File: src/core/nvm_ctrl_pkg.sv
// shared constants for the nvm erase/program controller
package nvm_ctrl_pkg;
  // register byte offsets
  localparam logic [11:0] OFF_SEL = 12'h000;
  localparam logic [11:0] OFF_MODE = 12'h004;
  localparam logic [11:0] OFF_OPCODE = 12'h008;
  localparam logic [11:0] OFF_PDONE = 12'h00c;
  localparam logic [11:0] OFF_DDONE = 12'h010;
  localparam logic [11:0] OFF_FLAGS = 12'h100;
  localparam logic [11:0] OFF_ECC = 12'h200;
  localparam logic [11:0] OFF_UNLOCK = 12'h204;
  localparam logic [11:0] OFF_PRANGE = 12'h208;
  localparam logic [11:0] OFF_DRANGE = 12'h20c;
  // register window base and span
  localparam logic [31:0] WIN_BASE = 32'h5000_0000;
  localparam logic [31:0] WIN_LAST = 32'h5000_ffff;
  // keys and codes
  localparam logic [15:0] KEY_PROG = 16'haa55;
  localparam logic [15:0] KEY_DATA = 16'hcd78;
  localparam logic [31:0] KEY_UNLOCK = 32'hab23_dc54;
  localparam logic [7:0] MODE_STALL = 8'ha5;
  localparam logic [7:0] MODE_PROG_BG = 8'h5a;
  localparam logic [7:0] MODE_DATA_BG = 8'h3c;
  localparam logic [7:0] OP_PAGE = 8'h55;
  localparam logic [7:0] OP_BLOCK = 8'haa;
  localparam logic [7:0] OP_WORD = 8'h33;
  localparam logic [7:0] OP_CONT = 8'hcc;
  // done/busy values and ecc reset value
  localparam logic [7:0] DONE_VAL = 8'h01;
  localparam logic [7:0] BUSY_VAL = 8'h00;
  localparam logic ECC_RST = 1'b1;
  // flag bit positions
  localparam int FL_PPROT = 0;
  localparam int FL_DPROT = 1;
  localparam int FL_PSBE = 2;
  localparam int FL_PMBE = 3;
  localparam int FL_DSBE = 4;
  localparam int FL_DMBE = 5;
  // address map of the arrays
  localparam logic [31:0] TRIM_LO = 32'h0001_8000;
  localparam logic [31:0] TRIM_HI = 32'h0001_8fff;
  localparam logic [31:0] PROG_BASE = 32'h0000_0000;
  localparam logic [31:0] PROG_PAGE_BYTES = 32'h0000_0800;
  localparam logic [31:0] USR_LO = 32'h4000_0800;
  localparam logic [31:0] USR_HI = 32'h4000_08ff;
  localparam logic [31:0] DATA_BASE = 32'h4000_0000;
  localparam logic [31:0] DATA_PAGE_BYTES = 32'h0000_0040;
  // timing, in ns and in clock cycles
  localparam int CLK_NS = 8;
  localparam int DWRITE_MIN_NS = 16000;
  localparam int DERASE_MIN_NS = 16000000;
  localparam int DWRITE_CYC = (DWRITE_MIN_NS + CLK_NS - 1) / CLK_NS;
  localparam int DERASE_CYC = (DERASE_MIN_NS + CLK_NS - 1) / CLK_NS;
endpackage

File: src/core/nvm_erase_program_controller.sv
// erase/program sequencer for the program flash and data eeprom
//
// Added by the designer: the APB slave port.
`timescale 1ns/1ps
module nvm_erase_program_controller #(
  parameter int DWRITE_CYCLES = nvm_ctrl_pkg::DWRITE_CYC,
  parameter int DERASE_CYCLES = nvm_ctrl_pkg::DERASE_CYC
) (
  // clock and reset
  input wire logic core_clk,
  input wire logic rst_n,
  // apb slave
  input wire logic psel,
  input wire logic penable,
  input wire logic pwrite,
  input wire logic [31:0] paddr,
  input wire logic [31:0] pwdata,
  output logic [31:0] prdata,
  output logic pready,
  output logic pslverr,
  // erase/program request from the cpu data path
  input wire logic nvm_req,
  input wire logic [31:0] nvm_addr,
  // program flash macro
  output logic prog_start,
  output logic [7:0] prog_op,
  output logic [31:0] prog_addr,
  output logic prog_erase_main,
  output logic prog_erase_special,
  input wire logic prog_macro_done,
  output logic cpu_stall,
  // data eeprom macro
  output logic data_start,
  output logic [7:0] data_op,
  output logic [31:0] data_addr,
  output logic data_erase_main,
  output logic data_erase_special,
  // ecc engine
  output logic ecc_enable,
  input wire logic prog_sbe,
  input wire logic prog_mbe,
  input wire logic data_sbe,
  input wire logic data_mbe
);
  typedef enum logic [1:0] {
    ST_IDLE = 2'b00,
    ST_PROG = 2'b01,
    ST_DATA = 2'b10
  } phase_t;

  typedef struct packed {
    phase_t phase;
    logic [15:0] sel;
    logic [7:0] mode;
    logic [7:0] opcode;
    logic [7:0] pdone;
    logic [7:0] ddone;
    logic ecc;
    logic [31:0] unlock;
    logic [7:0] prange;
    logic [7:0] drange;
    logic [5:0] flags;
    logic [31:0] timer;
    logic [31:0] rdata;
    logic start;
    logic [31:0] addr;
    logic emain;
    logic espec;
  } state_t;

  state_t st_ff;
  state_t nxt_st;

  // address inside the eeprom user special area
  function automatic logic in_user_area(input logic [31:0] a);
    in_user_area = a >= nvm_ctrl_pkg::USR_LO &&
      a <= nvm_ctrl_pkg::USR_HI;
  endfunction

  // is address protected on the selected array
  function automatic logic is_protected(input logic to_data,
    input logic [31:0] a, input logic [7:0] prange, input logic [7:0] drange);
    logic [31:0] lim;
    lim = 32'h0;
    if (!to_data)
    begin
      lim = nvm_ctrl_pkg::PROG_BASE + 32'(prange) *
        nvm_ctrl_pkg::PROG_PAGE_BYTES;
      is_protected = (a >= nvm_ctrl_pkg::TRIM_LO &&
        a <= nvm_ctrl_pkg::TRIM_HI) ||
        (a < lim);
    end
    else
    begin
      lim = nvm_ctrl_pkg::DATA_BASE + 32'(drange) *
        nvm_ctrl_pkg::DATA_PAGE_BYTES;
      is_protected = (drange != 8'h00) &&
        (in_user_area(a) ||
        (a >= nvm_ctrl_pkg::DATA_BASE && a < lim));
    end
  endfunction

  logic in_win;
  logic mapped;
  logic [11:0] off;
  logic acc;
  logic wr;
  logic sel_prog;
  logic sel_data;
  logic op_ok;
  logic hit_prot;
  logic in_special;
  logic cyc_done;
  logic [31:0] dur;

  assign in_win = paddr >= nvm_ctrl_pkg::WIN_BASE &&
    paddr <= nvm_ctrl_pkg::WIN_LAST;
  assign off = paddr[11:0];
  assign acc = psel && penable;
  assign mapped = in_win && paddr[15:12] == 4'h0;
  assign wr = acc && pwrite && mapped;
  assign sel_prog = st_ff.sel == nvm_ctrl_pkg::KEY_PROG;
  assign sel_data = st_ff.sel == nvm_ctrl_pkg::KEY_DATA;

  // operation legal for mode, opcode and selected array
  always_comb
  begin
    op_ok = 1'b0;
    if (sel_prog && (st_ff.mode == nvm_ctrl_pkg::MODE_STALL ||
      st_ff.mode == nvm_ctrl_pkg::MODE_PROG_BG))
      op_ok = 1'b1;
    if (sel_data && st_ff.mode == nvm_ctrl_pkg::MODE_DATA_BG)
      op_ok = 1'b1;
    if (st_ff.opcode != nvm_ctrl_pkg::OP_PAGE &&
      st_ff.opcode != nvm_ctrl_pkg::OP_BLOCK &&
      st_ff.opcode != nvm_ctrl_pkg::OP_WORD &&
      st_ff.opcode != nvm_ctrl_pkg::OP_CONT)
      op_ok = 1'b0;
    if (st_ff.mode == nvm_ctrl_pkg::MODE_STALL &&
      st_ff.opcode == nvm_ctrl_pkg::OP_BLOCK)
      op_ok = 1'b0;
  end

  assign hit_prot = is_protected(sel_data, nvm_addr, st_ff.prange,
    st_ff.drange);
  assign in_special = sel_data &&
    in_user_area(nvm_addr);
  // eeprom word write vs erase duration
  assign dur = (st_ff.opcode == nvm_ctrl_pkg::OP_WORD ||
    st_ff.opcode == nvm_ctrl_pkg::OP_CONT) ?
    32'(DWRITE_CYCLES) : 32'(DERASE_CYCLES);
  assign cyc_done = (st_ff.phase == ST_PROG && prog_macro_done) ||
    (st_ff.phase == ST_DATA && st_ff.timer == 32'h1);

  always_comb
  begin
    nxt_st = st_ff;
    nxt_st.start = 1'b0;
    // register writes
    if (wr && st_ff.phase == ST_IDLE)
    begin
      unique case (off)
        nvm_ctrl_pkg::OFF_SEL: nxt_st.sel = pwdata[15:0];
        nvm_ctrl_pkg::OFF_MODE:
          if (sel_prog || sel_data)
            nxt_st.mode = pwdata[7:0];
        nvm_ctrl_pkg::OFF_OPCODE:
          if ((sel_prog || sel_data) && !(st_ff.mode ==
            nvm_ctrl_pkg::MODE_STALL && pwdata[7:0] ==
            nvm_ctrl_pkg::OP_BLOCK))
            nxt_st.opcode = pwdata[7:0];
        default: ;
      endcase
    end
    if (wr)
    begin
      unique case (off)
        nvm_ctrl_pkg::OFF_ECC: nxt_st.ecc = pwdata[0];
        nvm_ctrl_pkg::OFF_UNLOCK: nxt_st.unlock = pwdata;
        nvm_ctrl_pkg::OFF_PRANGE:
          if (st_ff.unlock == nvm_ctrl_pkg::KEY_UNLOCK)
          begin
            nxt_st.prange = pwdata[7:0];
            nxt_st.unlock = 32'h0;
          end
        nvm_ctrl_pkg::OFF_DRANGE:
          if (st_ff.unlock == nvm_ctrl_pkg::KEY_UNLOCK)
          begin
            nxt_st.drange = pwdata[7:0];
            nxt_st.unlock = 32'h0;
          end
        nvm_ctrl_pkg::OFF_FLAGS:
          nxt_st.flags = st_ff.flags & ~pwdata[5:0];
        default: ;
      endcase
    end
    // error events win over a same-cycle clear
    if (st_ff.ecc)
    begin
      nxt_st.flags[nvm_ctrl_pkg::FL_PSBE] =
        nxt_st.flags[nvm_ctrl_pkg::FL_PSBE] | prog_sbe;
      nxt_st.flags[nvm_ctrl_pkg::FL_PMBE] =
        nxt_st.flags[nvm_ctrl_pkg::FL_PMBE] | prog_mbe;
      nxt_st.flags[nvm_ctrl_pkg::FL_DSBE] =
        nxt_st.flags[nvm_ctrl_pkg::FL_DSBE] | data_sbe;
      nxt_st.flags[nvm_ctrl_pkg::FL_DMBE] =
        nxt_st.flags[nvm_ctrl_pkg::FL_DMBE] | data_mbe;
    end
    unique case (st_ff.phase)
      ST_IDLE:
        // one sequencer serves both arrays, so they never overlap
        if (nvm_req && op_ok)
        begin
          if (hit_prot)
          begin
            if (sel_data)
              nxt_st.flags[nvm_ctrl_pkg::FL_DPROT] = 1'b1;
            else
              nxt_st.flags[nvm_ctrl_pkg::FL_PPROT] = 1'b1;
            // suppressed attempt still ends the sequence
            nxt_st.sel = 16'h0;
            nxt_st.mode = 8'h00;
            nxt_st.opcode = 8'h00;
          end
          else
          begin
            nxt_st.start = 1'b1;
            nxt_st.addr = nvm_addr;
            // page erase works on the whole page holding the address
            if (st_ff.opcode == nvm_ctrl_pkg::OP_PAGE)
              nxt_st.addr = nvm_addr & ~((sel_data ?
                nvm_ctrl_pkg::DATA_PAGE_BYTES :
                nvm_ctrl_pkg::PROG_PAGE_BYTES) - 32'h1);
            nxt_st.emain = st_ff.opcode == nvm_ctrl_pkg::OP_BLOCK;
            nxt_st.espec = st_ff.opcode == nvm_ctrl_pkg::OP_BLOCK &&
              in_special;
            if (sel_data)
            begin
              nxt_st.phase = ST_DATA;
              nxt_st.ddone = nvm_ctrl_pkg::BUSY_VAL;
              nxt_st.timer = dur;
            end
            else
            begin
              nxt_st.phase = ST_PROG;
              nxt_st.pdone = nvm_ctrl_pkg::BUSY_VAL;
            end
          end
        end
      ST_PROG, ST_DATA:
      begin
        if (st_ff.timer != 32'h0)
          nxt_st.timer = st_ff.timer - 32'h1;
        if (cyc_done)
        begin
          nxt_st.phase = ST_IDLE;
          nxt_st.sel = 16'h0;
          nxt_st.mode = 8'h00;
          nxt_st.opcode = 8'h00;
          if (st_ff.phase == ST_PROG)
            nxt_st.pdone = nvm_ctrl_pkg::DONE_VAL;
          else
            nxt_st.ddone = nvm_ctrl_pkg::DONE_VAL;
        end
      end
      default: nxt_st.phase = ST_IDLE;
    endcase
    // read data
    nxt_st.rdata = 32'h0;
    if (psel && !penable && !pwrite)
    begin
      unique case (off)
        nvm_ctrl_pkg::OFF_SEL: nxt_st.rdata = {16'h0, st_ff.sel};
        nvm_ctrl_pkg::OFF_MODE: nxt_st.rdata = {24'h0, st_ff.mode};
        nvm_ctrl_pkg::OFF_OPCODE: nxt_st.rdata = {24'h0, st_ff.opcode};
        nvm_ctrl_pkg::OFF_PDONE: nxt_st.rdata = {24'h0, st_ff.pdone};
        nvm_ctrl_pkg::OFF_DDONE: nxt_st.rdata = {24'h0, st_ff.ddone};
        nvm_ctrl_pkg::OFF_FLAGS: nxt_st.rdata = {26'h0, st_ff.flags};
        nvm_ctrl_pkg::OFF_ECC: nxt_st.rdata = {31'h0, st_ff.ecc};
        nvm_ctrl_pkg::OFF_UNLOCK: nxt_st.rdata = st_ff.unlock;
        nvm_ctrl_pkg::OFF_PRANGE: nxt_st.rdata = {24'h0, st_ff.prange};
        nvm_ctrl_pkg::OFF_DRANGE: nxt_st.rdata = {24'h0, st_ff.drange};
        default: nxt_st.rdata = 32'h0;
      endcase
    end
  end

  always_ff @(posedge core_clk or negedge rst_n)
  begin
    if (!rst_n)
    begin
      st_ff <= '0;
      st_ff.phase <= ST_IDLE;
      st_ff.pdone <= nvm_ctrl_pkg::DONE_VAL;
      st_ff.ddone <= nvm_ctrl_pkg::DONE_VAL;
      st_ff.ecc <= nvm_ctrl_pkg::ECC_RST;
    end
    else
      st_ff <= nxt_st;
  end

  // every access ends in one access cycle
  assign pready = 1'b1;
  assign pslverr = acc && !mapped;
  assign prdata = st_ff.rdata;

  assign prog_start = st_ff.start && st_ff.phase == ST_PROG;
  assign data_start = st_ff.start && st_ff.phase == ST_DATA;
  assign prog_op = st_ff.phase == ST_PROG ? st_ff.opcode : 8'h00;
  assign data_op = st_ff.phase == ST_DATA ? st_ff.opcode : 8'h00;
  assign prog_addr = st_ff.addr;
  assign data_addr = st_ff.addr;
  // flash special area is trim data and is never erased
  assign prog_erase_main = st_ff.phase == ST_PROG && st_ff.emain;
  assign prog_erase_special = 1'b0;
  assign data_erase_main = st_ff.phase == ST_DATA && st_ff.emain;
  assign data_erase_special = st_ff.phase == ST_DATA && st_ff.espec;
  assign cpu_stall = st_ff.phase == ST_PROG &&
    st_ff.mode == nvm_ctrl_pkg::MODE_STALL;
  assign ecc_enable = st_ff.ecc;
endmodule

File: config.mk
export PLATFORM = sky130hd
export DESIGN_NAME = nvm_erase_program_controller
export DESIGN_NICKNAME = d
export VERILOG_FILES = /design/src/core/nvm_ctrl_pkg.sv /design/src/core/nvm_erase_program_controller.sv
export SDC_FILE = /design/constraint.sdc
export NUM_CORES = 1
export LEC_CHECK = 0
export ABC_AREA = 1
export BUFFER_PORTS_ARGS = -buffer_cell sky130_fd_sc_hd__buf_2
export CAP_MARGIN = 20
export CORE_UTILIZATION = 40
export DETAILED_ROUTE_END_ITERATION = 8
export PLACE_DENSITY = 0.72
export SLEW_MARGIN = 10
export SYNTH_ARGS = -nofsm -noshare
export SYNTH_HDL_FRONTEND = slang
export SYNTH_SLANG_ARGS = --single-unit
File: constraint.sdc
create_clock -name core_clk -period 4.9 [get_ports core_clk]
set_input_delay 0 -clock core_clk [delete_from_list [all_inputs] [get_ports core_clk]]
set_output_delay 0 -clock core_clk [all_outputs]
set_load 0.01 [all_outputs]
==> results.yml <==
outcome:
  status: "finished, final reports clean"
setup_path:
  worstPathCellList: "inv_1 -> ha_1 -> nand4_1 -> o21ai_0 -> nor2_4 -> nand2_4 -> nand2_1 -> o21ai_2"
  crit_path_start_kind: "flop"
  cp_slowest_cell: "ha_1"
  reg2reg_to: "st_ff[72]"
  crit_type: "reg2reg"
  end_kind: "flop"
  rr_worst_depth: 8
  reg2reg_from: "st_ff[202]"
  critPathMaxFanout: 53
  crit_path_max_incr_delay_ps: 890
  worst-endpoint-required_ps: 5260
  worstPathArrival_ps: 3370
  regToRegSetupSlack_ps: 1890
cts:
  clockBufferDepth: 2
  cts_max_level: 4
  clock_latency_ps: 440
  numCtsBuffers: 17
  clk_pin_slew_ps: 80
  cts_sinks: 190
  clock-root-buffer: "clkbuf_16"
  postCtsSetupBuffers: 0
  cts_tree: "yes"
route:
  via_per_inst: 5.12
  wl_per_cell_um: 15.9
  drtIter0Drc: 1067
  vias: 10900
  wirelength_um: 34000
  ant_nets: 0
  drt_pass1_iterations: 5
  drc: 0
min_path:
  hold_start: "paddr[8]"
  holdPathStages: 8
  hold_path_end: "prdata[18]"
  hold_path.class: "in2reg"
global_routing:
  grt_max_degree: 103
  grt_pass1_vias: 10400
  grt_antenna_before_repair: 1
  grt_pass1_wl_um: 54900
  grt_usage_pct: 22.9
  grt_overflow_total: 0
floorplan:
  die-area_um2: 29800
  start_util_pct: 40.6
  die_x_um: 173
  core-area_um2: 28700
  io_pins: 229
  dieHeight_um: 173
  row_count: 62
timing:
  skew_ps: 14.7
  grt_setup_unrepaired: "false"
  final.setup.tns_ps: 0
  slew_headroom_pct: 39.5
  period_minus_slack_ps: 3010
  post-route-period-util_pct: 61.4
  drv_slew: 0
  setup_viol_count_final: 0
  tightest_slew_ps: 907
  max_freq_ghz: 0.332
  hold_viol: 0
power_and_ir_drop:
  power_leakage_nw: 7.02
  p_per_area_nw_per_um2: 234
  ir_worst_vdd_uv: 199
flow_run:
  cap_violations: 0
synthesis:
  yosys.area_share.simple_pct: 30.2
  synth-edff-count: 0
  postSynthCellCount: 1563
  syn_nets: 1690
  synth_compound_area_share_pct: 11.5
  synth-seq-cells: 190
  synth_top_family_by_area: "simple AND/OR/NAND/NOR gates"
  synth_flop_cell: "dfrtp_1"
  synth_xor_area_share_pct: 1.28
  synth_mux_area_share_pct: 0
  ys_seq_area_share_pct: 40.8
  yosys.cell_types.count: 46
  async_reset_ff_share_pct: 100
  yosysWarnings: 0
  syn_area_um2: 11700
  synth.avg_cell_area_um2: 7.45
  synthAdderAreaFrac_pct: 2.15
cells_and_area:
  area_growth_pct: 17.6
  final_cells: 2136
  final_layout_size_suffix_gt1_share_pct: 20.4
  nets: 1866
  antenna_cells: 0
placement:
  port_buffers: 226
  dpl.cell_count: 2031
  place_congestion: 0.952
  dp_hpwl_um: 24600
## routing by layer
metal	share of wire, %	vias up	track usage, %
met5	0.038	-	0
met4	2.3	2	7.63
li1	-	5344	-
met1	45	5109	31.7
met2	46	427	36.2
met3	6.8	62	4.18
## cells by family after synthesis
group,after synthesis
other cells,2
simple gates,796
compound gates,222
xor+xnor,17
buf+inv,316
flops,190
fa+ha+maj,20
## worst max-delay path, delay by kind of cell, from the launching register on
| kind | cells | cell delay, ps |
|---|---|---|
| DFF | 1 | 440 |
| adders and majority gates | 1 | 890 |
| buffers and inverters | 1 | 90 |
| and+or+nand+nor | 4 | 1120 |
| AOI/OAI and AO/OA | 2 | 340 |
## cells in the mapped netlist, types with 4 or more instances
cell type,instances,area [um^2]
dfrtp_1,187,4680
nand2_1,424,1590
inv_2,22,82.6
inv_1,143,537
a22oi_1,24,180
o21ai_1,73,365
buf_2,21,105
nor2_1,140,526
nand3b_1,5,37.5
nor4_1,16,100
a21oi_1,44,220
nand2_2,13,81.3
xnor2_1,5,43.8
buf_6,5,56.3
o22ai_1,15,93.8
o21ai_0,31,155
ha_1,20,250
nand4_1,63,394
nand3_1,71,355
or2_2,8,50.1
o21ai_2,22,193
nor2_4,7,78.8
nor3_1,30,150
clkbuf_1,21,78.8
or2_1,5,31.3
xor2_1,12,105
buf_4,103,773
nor2_2,6,37.5
o211ai_1,4,30.0
## cells in the final DEF (no fill, tap or decap), types with 24 or more instances in the layout
cell type | netlist | routed
a21oi_1 | 44 | 44
a22oi_1 | 24 | 24
buf_2 | 21 | 225
dfrtp_1 | 187 | 187
dlygate4sd3_1 | 0 | 72
inv_1 | 143 | 143
nand2_1 | 424 | 424
nand3_1 | 71 | 70
nand4_1 | 63 | 63
nor2_1 | 140 | 140
nor3_1 | 30 | 30
o21ai_0 | 31 | 31
o21ai_1 | 73 | 73
## power by group
group,switching (mW),internal (mW)
Sequential,0.00000000357,1.57
Combinational,0.113,0.0894
Clock,0.698,0.739
## metrics by stage
stage,instance area (um^2),worst slack [ps],hold slack (ps),util (%),power (mW)
6_report,13700,1890,122,47.7,3.21
5_1_grt,13700,1590,172,47.7,3.32
4_1_cts,13700,1890,103,47.7,3.23
3_5_place_dp,12300,1930,105,43.0,1.75
3_3_place_gp,12300,1970,102,43.0,1.75
2_1_floorplan,11700,2880,-296,-,1.65
## how the worst max path moves through the flow
stage	endpoint	slack (ps)	from
floorplan	st_ff[170]	2880	st_ff[110]
global placement	st_ff[154]	1970	st_ff[202]
detailed placement	st_ff[154]	1930	st_ff[202]
CTS	st_ff[154]	1890	st_ff[202]
global route	st_ff[83]	1590	st_ff[202]
finish	st_ff[72]	1890	st_ff[202]
## state kept, by name, indices dropped and copies added, names as in the netlist
register and flops:
data_addr 32, ecc_enable 1, prdata 32, st_ff 125
## area by class of cell
type / count / area (um^2)
Fill cell: 2840 / 15000
Multi-Input combinational cell: 1057 / 5270
Sequential cell: 190 / 4760
Timing Repair Buffer: 307 / 1950
Inverter: 166 / 623
Tap cell: 384 / 480
Clock buffer: 17 / 425
Clock inverter: 15 / 193
## what timing repair did
action                    4_1_cts  5_1_grt
hold buffers                   72        0
hold endpoints to repair      192        0
gates resized for setup         0        0
Power figures use the tool's default switching activity.
